--- config.mk ---
export PLATFORM = sky130hd
export DESIGN_NAME = slt_top
export DESIGN_NICKNAME = d
export VERILOG_FILES = /design/src/inc/slt_pkg.sv /design/src/design/slt_top.sv
export SDC_FILE = /design/constraint.sdc
export NUM_CORES = 2
export LEC_CHECK = 0
export BUFFER_PORTS_ARGS = -buffer_cell sky130_fd_sc_hd__buf_2
export CELL_PAD_IN_SITES_DETAIL_PLACEMENT = 1
export CELL_PAD_IN_SITES_GLOBAL_PLACEMENT = 1
export CORE_ASPECT_RATIO = 1.75
export CORE_MARGIN = 1
export CORE_UTILIZATION = 40
export DETAILED_ROUTE_END_ITERATION = 7
export GPL_ROUTABILITY_DRIVEN = 0
export PLACE_DENSITY_LB_ADDON = 0.25
export SLEW_MARGIN = 0
export SYNTH_ARGS = -nofsm -noshare
export SYNTH_HDL_FRONTEND = slang
export SYNTH_SLANG_ARGS = --single-unit
--- constraint.sdc ---
create_clock -name clock -period 53.4 [get_ports clock]
set_input_delay 8.01 -clock clock [delete_from_list [all_inputs] [get_ports clock]]
set_output_delay 8.01 -clock clock [all_outputs]
set_load 0.01 [all_outputs]
--- src/inc/slt_pkg.sv ---
package slt_pkg;

	// Lane and field geometry
	localparam int NLANES = 4;
	localparam int CTRL_W = 7;
	localparam int TCTL_W = 6;
	localparam int EV_W   = 5;

	// Register indices; byte address is four times the index
	localparam logic [11:0] IX_TEST_EN   = 12'h315;
	localparam logic [11:0] IX_TEST_CTRL = 12'h316;
	localparam logic [11:0] IX_THR_LO    = 12'h317;
	localparam logic [11:0] IX_THR_MID   = 12'h318;
	localparam logic [11:0] IX_THR_HI    = 12'h319;
	localparam logic [11:0] IX_CNT_LO    = 12'h31a;
	localparam logic [11:0] IX_CNT_MID   = 12'h31b;
	localparam logic [11:0] IX_CNT_HI    = 12'h31c;
	localparam logic [11:0] IX_PASS      = 12'h31d;
	localparam logic [11:0] IX_TPL_CTRL  = 12'h32c;
	localparam logic [11:0] IX_REF_LO    = 12'h32d;
	localparam logic [11:0] IX_REF_HI    = 12'h32e;
	localparam logic [11:0] IX_TPL_RES   = 12'h32f;
	localparam logic [11:0] IX_INV       = 12'h334;
	localparam logic [11:0] IX_IRQ_STAT  = 12'h340;
	localparam logic [11:0] IX_IRQ_CLR   = 12'h341;
	localparam logic [11:0] IX_IRQ_EN    = 12'h342;
	localparam logic [11:0] IX_DID       = 12'h400;
	localparam logic [11:0] IX_BID       = 12'h401;

	// Field positions
	localparam int CTRL_CLR_BIT = 0;
	localparam int CTRL_RUN_BIT = 1;
	localparam int CTRL_PAT_LSB = 2;
	localparam int CTRL_SRC_LSB = 4;
	localparam int TPL_EN_BIT   = 0;
	localparam int TPL_CLR_BIT  = 1;
	localparam int TPL_DAC_LSB  = 2;
	localparam int TPL_SP_LSB   = 4;
	localparam int EV_TPL_BIT   = 4;

	// Reset values
	localparam logic [3:0] PASS_RST = 4'hf;

	// Pattern codes
	localparam logic [1:0] PAT_PRBS7  = 2'h0;
	localparam logic [1:0] PAT_PRBS15 = 2'h1;
	localparam logic [1:0] PAT_PRBS31 = 2'h2;

	typedef struct packed {
		logic        psel;
		logic        penable;
		logic        pwrite;
		logic [15:0] paddr;
		logic [31:0] pwdata;
	} slt_apb_t;

	typedef struct packed {
		logic                  valid;
		logic [3:0][3:0][15:0] smp;
	} slt_tpl_t;

	typedef struct packed {
		logic       valid;
		logic [7:0] did;
		logic [3:0] adj;
		logic [3:0] bid;
	} slt_ilas_t;

endpackage

--- src/design/slt_top.sv ---
`timescale 1ns/1ns
`default_nettype none

// Function
// RULE1: Threshold bits 7:0 sit in their own writable register.
// RULE2: Threshold middle byte gives bits 15:8, top byte bits 23:16.
// RULE3: Selected lane's 24-bit error count reads over three byte registers.
// RULE4: Three-bit source field picks the lane shown in the count registers.
// RULE5: Pattern code 00 PRBS7, 01 PRBS15, 10 PRBS31, 11 reserved.
// RULE6: Test runs on enabled lanes while started; test clear resets state.
// RULE7: Per-lane pass flag is 1 while count below threshold; 0xF after reset.
// RULE8: Each mismatching bit adds one to the count, which saturates.
// RULE9: Sample comparison happens only while its enable bit is 1.
// RULE10: Two-bit field picks the DAC channel of the compared sample.
// RULE11: Two-bit field picks the sample position within that channel.
// RULE12: Expected sample is built from low and high bytes and compared.
// RULE13: Result bit reads 0 on match and 1 on mismatch.
// RULE14: Result clear bit at 1 clears the result; at 0 leaves it.
// RULE15: Per logical lane invert bit flips every deserialized data bit.
// RULE16: Device identifier received on lane 0 reads back as eight bits.
// RULE17: Adjust resolution received on lane 0 reads in bits 7:4.
// RULE18: Bank identifier received on lane 0 reads in bits 3:0.
// RULE19: Transmitter sends the selected pattern for the whole test.
module slt_top
	import slt_pkg::*;
#(
	parameter int W = 32
) (
	input  wire logic                  clock,
	input  wire logic                  srst,
	input  wire slt_apb_t              apb,
	output logic [31:0]                prdata,
	output logic                       pready,
	output logic                       pslverr,
	input  wire logic [3:0]            lane_valid,
	input  wire logic [3:0][W-1:0]     lane_data,
	output logic [3:0][W-1:0]          lane_out,
	input  wire slt_tpl_t              tpl,
	input  wire slt_ilas_t             ilas,
	output logic [3:0]                 lane_pass_flags,
	output logic                       compare_mismatch_flag,
	output logic                       irq
);

	localparam int CW = $clog2(W + 1);

	// Word width the bit-serial checker can serve
	if (W < 1 || W > 256) begin : g_bad_w
		$error("slt_top: W must lie in 1..256");
	end

	typedef struct packed {
		logic [3:0]            test_en;
		logic [CTRL_W-1:0]     ctrl;
		logic [23:0]           thr;
		logic [3:0][23:0]      cnt;
		logic [3:0][30:0]      hist;
		logic [3:0]            pass;
		logic [TCTL_W-1:0]     tctl;
		logic [15:0]           ref_s;
		logic                  fail;
		logic [3:0]            inv;
		logic [3:0][W-1:0]     lout;
		logic [7:0]            did;
		logic [7:0]            bid;
		logic [EV_W-1:0]       ist;
		logic [EV_W-1:0]       ien;
		logic [31:0]           rdata;
		logic                  perr;
	} slt_state_t;

	localparam slt_state_t S_RST = '{pass: PASS_RST, default: '0};

	slt_state_t            s_reg;
	slt_state_t            s_next;
	logic                  clr;
	logic                  run;
	logic [1:0]            pat;
	logic [2:0]            src;
	logic                  t_en;
	logic                  t_clr;
	logic [1:0]            dac;
	logic [1:0]            sp;
	logic [15:0]           smp;
	logic [11:0]           idx;
	logic                  setup;
	logic                  wr;
	logic [32:0]           rd;
	logic [EV_W-1:0]       ev;
	logic [CW+30:0]        chk;
	logic [24:0]           sum;
	logic [W-1:0]          din;

	// Checks one word bit by bit against the selected polynomial
	function automatic logic [CW+30:0] prbs_chk(
		input logic [30:0]  h,
		input logic [W-1:0] d,
		input logic [1:0]   p
	);
		logic [30:0]   hh;
		logic [CW-1:0] n;
		logic          e;
		hh = h;
		n  = '0;
		for (int i = 0; i < W; i++) begin
			case (p) // RULE5
				PAT_PRBS7:  e = hh[6] ^ hh[5];
				PAT_PRBS15: e = hh[14] ^ hh[13];
				PAT_PRBS31: e = hh[30] ^ hh[27];
				default:    e = d[i];
			endcase
			if (e != d[i]) begin
				n = n + 1'b1; // RULE8
			end
			hh = {hh[29:0], d[i]};
		end
		return {n, hh};
	endfunction

	// Register map: hit flag and read value for an index
	function automatic logic [32:0] reg_word(
		input slt_state_t st,
		input logic [11:0] ix,
		input logic [2:0]  sel
	);
		logic [23:0] c;
		c = (sel < 3'(NLANES)) ? st.cnt[sel[1:0]] : 24'h0; // RULE4
		case (ix)
			IX_TEST_EN:   return {1'b1, 28'h0, st.test_en};
			IX_TEST_CTRL: return {1'b1, 25'h0, st.ctrl};
			IX_THR_LO:    return {1'b1, 24'h0, st.thr[7:0]};
			IX_THR_MID:   return {1'b1, 24'h0, st.thr[15:8]};
			IX_THR_HI:    return {1'b1, 24'h0, st.thr[23:16]};
			IX_CNT_LO:    return {1'b1, 24'h0, c[7:0]};
			IX_CNT_MID:   return {1'b1, 24'h0, c[15:8]};
			IX_CNT_HI:    return {1'b1, 24'h0, c[23:16]};
			IX_PASS:      return {1'b1, 28'h0, st.pass};
			IX_TPL_CTRL:  return {1'b1, 26'h0, st.tctl};
			IX_REF_LO:    return {1'b1, 24'h0, st.ref_s[7:0]};
			IX_REF_HI:    return {1'b1, 24'h0, st.ref_s[15:8]};
			IX_TPL_RES:   return {1'b1, 31'h0, st.fail}; // RULE13
			IX_INV:       return {1'b1, 28'h0, st.inv};
			IX_IRQ_STAT:  return {1'b1, 27'h0, st.ist};
			IX_IRQ_CLR:   return {1'b1, 32'h0};
			IX_IRQ_EN:    return {1'b1, 27'h0, st.ien};
			IX_DID:       return {1'b1, 24'h0, st.did};
			IX_BID:       return {1'b1, 24'h0, st.bid};
			default:      return 33'h0;
		endcase
	endfunction

	// Control field decode
	assign clr   = s_reg.ctrl[CTRL_CLR_BIT];
	assign run   = s_reg.ctrl[CTRL_RUN_BIT] & ~clr;
	assign pat   = s_reg.ctrl[CTRL_PAT_LSB +: 2];
	assign src   = s_reg.ctrl[CTRL_SRC_LSB +: 3];
	assign t_en  = s_reg.tctl[TPL_EN_BIT];
	assign t_clr = s_reg.tctl[TPL_CLR_BIT];
	assign dac   = s_reg.tctl[TPL_DAC_LSB +: 2];
	assign sp    = s_reg.tctl[TPL_SP_LSB +: 2];
	assign smp   = tpl.smp[dac][sp]; // RULE10 RULE11

	// Bus phase decode
	assign setup = apb.psel & ~apb.penable;
	assign wr    = apb.psel & apb.penable & apb.pwrite;
	assign idx   = apb.paddr[13:2];
	assign rd    = reg_word(s_reg, idx, src);

	// Next-state logic
	always_comb begin
		s_next = s_reg;
		ev     = '0;
		chk    = '0;
		sum    = '0;
		din    = '0;
		// Lane inversion, checking and counting
		for (int i = 0; i < NLANES; i++) begin
			din = lane_data[i] ^ {W{s_reg.inv[i]}}; // RULE15
			chk = prbs_chk(s_reg.hist[i], din, pat);
			sum = {1'b0, s_reg.cnt[i]} + 25'(chk[CW+30:31]);
			if (lane_valid[i]) begin
				s_next.lout[i] = din;
			end
			if (clr) begin
				s_next.cnt[i]  = 24'h0; // RULE6
				s_next.hist[i] = 31'h0;
				s_next.pass[i] = PASS_RST[i];
			end else if (s_reg.test_en[i] && lane_valid[i]) begin
				// History always tracks so the first word counts truly
				s_next.hist[i] = chk[30:0]; // RULE19
				if (run) begin // RULE6
					s_next.cnt[i]  = sum[24] ? 24'hffffff : sum[23:0]; // RULE8
					s_next.pass[i] = s_next.cnt[i] < s_reg.thr; // RULE7
					ev[i]          = s_reg.pass[i] & ~s_next.pass[i];
				end
			end
		end
		// Transport-layer sample comparison
		if (t_clr) begin
			s_next.fail = 1'b0; // RULE14
		end else if (t_en && tpl.valid) begin // RULE9
			s_next.fail    = smp != s_reg.ref_s; // RULE12 RULE13
			ev[EV_TPL_BIT] = s_next.fail;
		end
		// Link configuration capture from lane 0
		if (ilas.valid) begin
			s_next.did = ilas.did; // RULE16
			s_next.bid = {ilas.adj, ilas.bid}; // RULE17 RULE18
		end
		// Register writes at the access edge
		if (wr && rd[32] && apb.paddr[1:0] == 2'h0 && apb.paddr[15:14] == 2'h0) begin
			case (idx)
				IX_TEST_EN:   s_next.test_en = apb.pwdata[3:0];
				IX_TEST_CTRL: s_next.ctrl = apb.pwdata[CTRL_W-1:0];
				IX_THR_LO:    s_next.thr[7:0] = apb.pwdata[7:0]; // RULE1
				IX_THR_MID:   s_next.thr[15:8] = apb.pwdata[7:0]; // RULE2
				IX_THR_HI:    s_next.thr[23:16] = apb.pwdata[7:0]; // RULE2
				IX_TPL_CTRL:  s_next.tctl = apb.pwdata[TCTL_W-1:0];
				IX_REF_LO:    s_next.ref_s[7:0] = apb.pwdata[7:0]; // RULE12
				IX_REF_HI:    s_next.ref_s[15:8] = apb.pwdata[7:0]; // RULE12
				IX_INV:       s_next.inv = apb.pwdata[3:0];
				IX_IRQ_CLR:   s_next.ist = s_reg.ist & ~apb.pwdata[EV_W-1:0];
				IX_IRQ_EN:    s_next.ien = apb.pwdata[EV_W-1:0];
				default:      ;
			endcase
		end
		// New events win over a clear in the same cycle
		s_next.ist = s_next.ist | ev;
		// Read data and error latched in the setup cycle
		if (setup) begin
			s_next.rdata = rd[31:0];
			s_next.perr  = ~rd[32] | (apb.paddr[1:0] != 2'h0) | (apb.paddr[15:14] != 2'h0);
		end
	end

	// State register
	always_ff @(posedge clock) begin
		if (srst) begin
			s_reg <= S_RST;
		end else begin
			s_reg <= s_next;
		end
	end

	// Outputs
	assign prdata                = s_reg.rdata;
	assign pready                = apb.psel & apb.penable;
	assign pslverr               = apb.psel & apb.penable & s_reg.perr;
	assign lane_out              = s_reg.lout;
	assign lane_pass_flags       = s_reg.pass; // RULE7
	assign compare_mismatch_flag = s_reg.fail;
	assign irq                   = |(s_reg.ist & s_reg.ien);
endmodule

`default_nettype wire

==> Word-level counts from Yosys, hierarchy flattened <==
Cells that the tools add are included.
{ "word_totals": {"register_bits": 473, "in_bits": 459, "wordCells": 947, "out_inout_bits": 168} }
{ "op_classes": {"addsub": 128, "muxes": 285, "n_eq_ne": 150, "reduce_logical": 30, "bitwise_logic": 314, "order_cmp": 8} }
{ "ops": {"columns": ["operator", "n"], "rows": [
  ["6-bit by 1-bit adder with 6-bit output, second input constant", 124],
  ["6-bit 2-to-1 mux", 124],
  ["33-bit case mux with 19 select lines", 1],
  ["1-bit case mux with 3 select lines", 128],
  ["1-bit bitwise XOR", 288],
  ["12-bit by 10-bit == test with 1-bit output, second input constant", 17],
  ["24-bit 2-to-1 mux", 6],
  ["64-bit binary-select mux with 2-bit select", 1],
  ["1-bit inequality test", 128],
  ["32-bit bitwise XOR", 4],
  ["24-bit by 6-bit adder with 25-bit output", 4],
  ["24-bit less-than comparator", 4],
  ["64-bit 2-to-1 mux", 1],
  ["24-bit binary-select mux with 2-bit select", 1],
  ["16-bit binary-select mux with 2-bit select", 1],
  ["2-bit AND reduction", 14],
  ["12-bit by 11-bit == test with 1-bit output, second input constant", 2],
  ["1-bit 2-to-1 mux", 18],
  ["16-bit 2-to-1 mux", 1],
  ["16-bit inequality test", 1],
  ["5-bit bitwise AND", 2],
  ["10-bit 2-to-1 mux", 1],
  ["5-bit 2-to-1 mux", 2],
  ["1-bit bitwise AND", 9],
  ["other kinds (13)", 33]
]} }

==> Longest topological paths before layout <==
{ "logic_depth": {"depth_word": 75, "ltp_mapped": 148, "depth_no_buf": 135} }

==> Worst setup path before layout <==
OpenSTA, ideal clock, no wires.
{ "synth_timing": {"path_kind": "input-to-reg", "from": "in lane_data[97] in the netlist's numbering", "to": "reg s_reg[41] in the netlist's numbering", "arrival_ns": 31.554, "setup_ns": 0.128, "required_ns": 53.272, "path_stages": 132, "n_path_buf": 3, "setup_slack_ns": 21.718, "path_cell_list": "clkbuf_1 xnor2_1 xor2_1 o22a_1 inv_1 ha_1 and3_1 o221a_1 or4_4 inv_1 ha_1 nand2_1 o22a_1 o21ai_0 ha_1 or2_2 and2_1 ha_1 (+96 left out) buf_1 nand2_1 ha_1 a21oi_1 nor2b_1 o21ai_0 nand2b_1 a21oi_1 nor2b_1 o21ai_0 nand2b_1 a21oi_1 o21ai_0 a21o_1 a21oi_1 o21ai_0 a32oi_1 nor2_1"} }
{ "synth_between": {"elab_chain_cells": 73, "word_cells_on_any_way": 86} }
{ "synth_lines": {"columns": ["item", "line", "text"], "rows": [
  ["start, declared", "slt_top.sv:36", "input wire logic [3:0][W-1:0] lane_data,"],
  ["32-bit bitwise XOR *", "slt_top.sv:178", "din = lane_data[i] ^ {W{s_reg.inv[i]}};"],
  ["1-bit case mux with 3 select lines", "slt_top.sv:106", "case (p)"],
  ["1-bit inequality test", "slt_top.sv:112", "if (e != d[i]) begin"],
  ["6-bit 2-to-1 mux", "slt_top.sv:112", null],
  ["6-bit by 1-bit adder with 6-bit output", "slt_top.sv:113", "n = n + 1'b1;"],
  ["6-bit 2-to-1 mux", "slt_top.sv:112", null],
  ["6-bit by 1-bit adder with 6-bit output", "slt_top.sv:113", null],
  ["6-bit 2-to-1 mux", "slt_top.sv:112", null],
  ["(+57 left out)", null, null],
  ["24-bit 2-to-1 mux *", "slt_top.sv:192", "s_next.cnt[i] = sum[24] ? 24'hffffff : sum[23:0];"],
  ["24-bit less-than comparator *", "slt_top.sv:193", "s_next.pass[i] = s_next.cnt[i] < s_reg.thr;"],
  ["1-bit NOT *", "slt_top.sv:194", "ev[i] = s_reg.pass[i] & ~s_next.pass[i];"],
  ["1-bit bitwise AND *", "slt_top.sv:194", null],
  ["1-bit 2-to-1 mux *", "slt_top.sv:191", "if (run) begin"],
  ["1-bit 2-to-1 mux *", "slt_top.sv:188", "end else if (s_reg.test_en[i] && lane_valid[i]) begin"],
  ["1-bit 2-to-1 mux *", "slt_top.sv:184", "if (clr) begin"],
  ["5-bit bitwise OR *", "slt_top.sv:228", "s_next.ist = s_next.ist | ev;"],
  ["end signal, assigned", "slt_top.sv:241", "s_reg <= s_next;"],
  ["end, declared", "slt_top.sv:74", "slt_state_t s_reg;"]
]} }
Mark *: on every way between the ends. The rest lies on a longest branch, timed or not.
A chain may end at the register's enable or synchronous reset.

==> Worst setup path after layout <==
{ "layout_timing": {"from": "in lane_data[96] in the netlist's numbering", "to": "reg s_reg[41] in the netlist's numbering"} }
{ "layout_between": {"elab_chain_cells": 75, "word_cells_on_any_way": 91} }
{ "layout_lines": {"columns": ["item", "line"], "rows": [
  ["32-bit bitwise XOR *", "slt_top.sv:178"],
  ["1-bit case mux with 3 select lines", "slt_top.sv:106"],
  ["1-bit inequality test", "slt_top.sv:112"],
  ["1-bit 2-to-1 mux", "slt_top.sv:112"],
  ["6-bit by 1-bit adder with 6-bit output", "slt_top.sv:113"],
  ["6-bit 2-to-1 mux", "slt_top.sv:112"],
  ["6-bit by 1-bit adder with 6-bit output", "slt_top.sv:113"],
  ["6-bit 2-to-1 mux", "slt_top.sv:112"],
  ["(+59 left out)", null],
  ["24-bit 2-to-1 mux *", "slt_top.sv:192"],
  ["24-bit less-than comparator *", "slt_top.sv:193"],
  ["1-bit NOT *", "slt_top.sv:194"],
  ["1-bit bitwise AND *", "slt_top.sv:194"],
  ["1-bit 2-to-1 mux *", "slt_top.sv:191"],
  ["1-bit 2-to-1 mux *", "slt_top.sv:188"],
  ["1-bit 2-to-1 mux *", "slt_top.sv:184"],
  ["5-bit bitwise OR *", "slt_top.sv:228"]
]} }
Marked as above.

==> flow_summary.toml <==
[status]
status = "completed"

[drt]
firstDrtPassIters = 7
post_drt_via_cell_ratio = 5.92
num_vias = 49000
ant_nets = 0
wirelength_um = 206000
wl_per_cell_um = 24.9
drtIter0Drc = 2765
drc_errors = 0

[layout]
drive_gt1_frac = 0.162
largest_register_ffs = 303
areaGrowthSynthToFinish_pct = 9.18
nets = 7249

[clock_network]
insertion_delay_ns = 0.68
cts_sinks = 449
post_cts_buffers = 0
htree_levels = 2
cts_hold_buf = 0
cts.path.max_buffers = 3
tritoncts = "built"
cts_resized = 0
cts-root-buf = "clkbuf_16"
clk_pin_slew_worst_paths_ns = 0.07
cts_buffers = 49

[sta]
min_period_over_period = 0.641
clock_skew_ns = 0.0499
worstMarginPinSlew_ns = 1.22
hold_viol = 0
fin_crit_ns = 34.24
setup-violations-final = 0
relSlewSlack = 0.183
slew_viol_final = 0
tns_ns = 0
rsz0062_at_grt = "no"
max_freq_mhz = 29.2

[setup_path]
crit_path_max_fanout = 21
max_stage_delay_ns = 0.58
cp-end-kind = "flip-flop"
cp_slowest_cell = "or4_4"
cpMostUsedCell = "ha_1"
start_kind = "input pin"
arrival_ns = 34.77
critPathRequiredTime_ns = 53.93
critPathKind = "in2reg"

[synth]
post-synth-top-count-cell = "xnor2_1"
netlist_instances = 6353
synth_compound_area_frac = 0.177
synth-xor-area-share = 0.244
synthFlopType = "dfxtp_1"
yosys_warnings = 0
synth_common_cells = "812 x xnor2_1, 683 x nor2_1, 580 x nand2_1"
async_flop_share = 0
synth_edf_count = 0
synth_adder_area_share = 0.0602
synthSimpleGateAreaFrac = 0.178
synth.area.top_cells = "dfxtp_1 17%, xnor2_1 14%, xor2_1 5.8%, ha_1 5.8%, nor2_1 5.0%"
syn_avg_cell_area_um2 = 8.12
synth_top_area_cell = "dfxtp_1"
ys_seq_area_frac = 0.174
synth_top_area_share = 0.174
synth_cell_types = 129
synth_mux_area_frac = 0.101
syn-cell-area_mm2 = 0.0516
synth_top_family_by_area = "XOR/XNOR gates"
ys_ff_latch = 449

[grt]
globalRouteOverflowTotal = 0
grt_pass1_vias = 50900
grtUsageTotal = 0.307
antenna_found_initial = 31
grt_pass1_wl_um = 308000
grt_max_degree = 79

[hold_path]
holdCritPathClass = "reg2reg"

[place]
portBuffers = 578
hpwl_um = 166000

[run]
cap_violations = 0

[floorplanning]
io_pins = 627
initial_core_util = 0.402
die_x_um = 273
rows = 174
die-height_um = 477
core_area_mm2 = 0.128
dieArea_mm2 = 0.130
area by class of cell:
cell class | instances | area, um^2
diodes | 13 | 32.5
clock buffers | 59 | 1360
clock inverters | 31 | 482
fillers | 15700 | 71900
inverters | 165 | 623
multi-input cells | 5239 | 39300
flip-flops and latches | 449 | 9010
well taps | 1672 | 2090
repair buffers | 642 | 3380
logic make-up after synthesis:
logic type / after synthesis
DFF: 449
xor gates and xnor gates: 1269
AOI/OAI and AO/OA: 1339
other: 1
buffers and inverters: 688
adders and majority gates: 246
muxes: 384
and+or+nand+nor: 1977
final timing paths:
path                                  start                   endpoint  slack (ns)  depth (start not counted)
setup reg to reg        pat[0]$_SDFFE_PP0P_       s_reg[41]$_SDFF_PP0_       26.12                        129
hold / removal    lane_out[90]$_SDFFE_PP0P_  lane_out[90]$_SDFFE_PP0P_        0.48                          2
hold reg to reg   lane_out[90]$_SDFFE_PP0P_  lane_out[90]$_SDFFE_PP0P_        0.48                          2
setup / recovery              lane_data[96]       s_reg[41]$_SDFF_PP0_       19.16                        130
cells in the final DEF (no fill, tap or decap), drive strengths merged, types with 198 or more instances in the layout:
cell type    n
xnor2      852
nor2       683
buf        641
nand2      581
dfxtp      449
xor2       357
a21oi      290
a211oi     280
ha         240
mux2i      227
o21ai      198
per-layer routing:
metal | share of wire | track usage
met5 | 0.00086 | 0
met4 | 0.062 | 0.171
met3 | 0.060 | 0.0517
met2 | 0.51 | 0.560
met1 | 0.37 | 0.330
per-stage QoR:
stage / instance area (um^2) / setup WS [ns] / std cells / utilization / hold slack [ns]
detailed placement: 54400 / 18.84 / 8167 / 0.425 / 0.476
floorplan: 51700 / 21.72 / 6376 / - / 0.445
CTS: 56300 / 19.40 / 8257 / 0.439 / 0.485
global placement: 54400 / 19.33 / 8167 / 0.425 / 0.470
finish: 56300 / 19.16 / 8270 / 0.439 / 0.481
global route: 56300 / 17.60 / 8262 / 0.439 / 0.500
worst max-delay path, delay by kind of cell:
family | cells | cell delay [ns]
AOI/OAI and AO/OA | 36 | 7.31
xor gates and xnor gates | 4 | 1.16
adders and majority gates | 31 | 8.96
buffers and inverters | 8 | 0.64
muxes | 10 | 2.56
and+or+nand+nor | 41 | 6.08
Power is not shown: default switching activity piles up to over one toggle a cycle in this logic, so the estimate is an artifact.
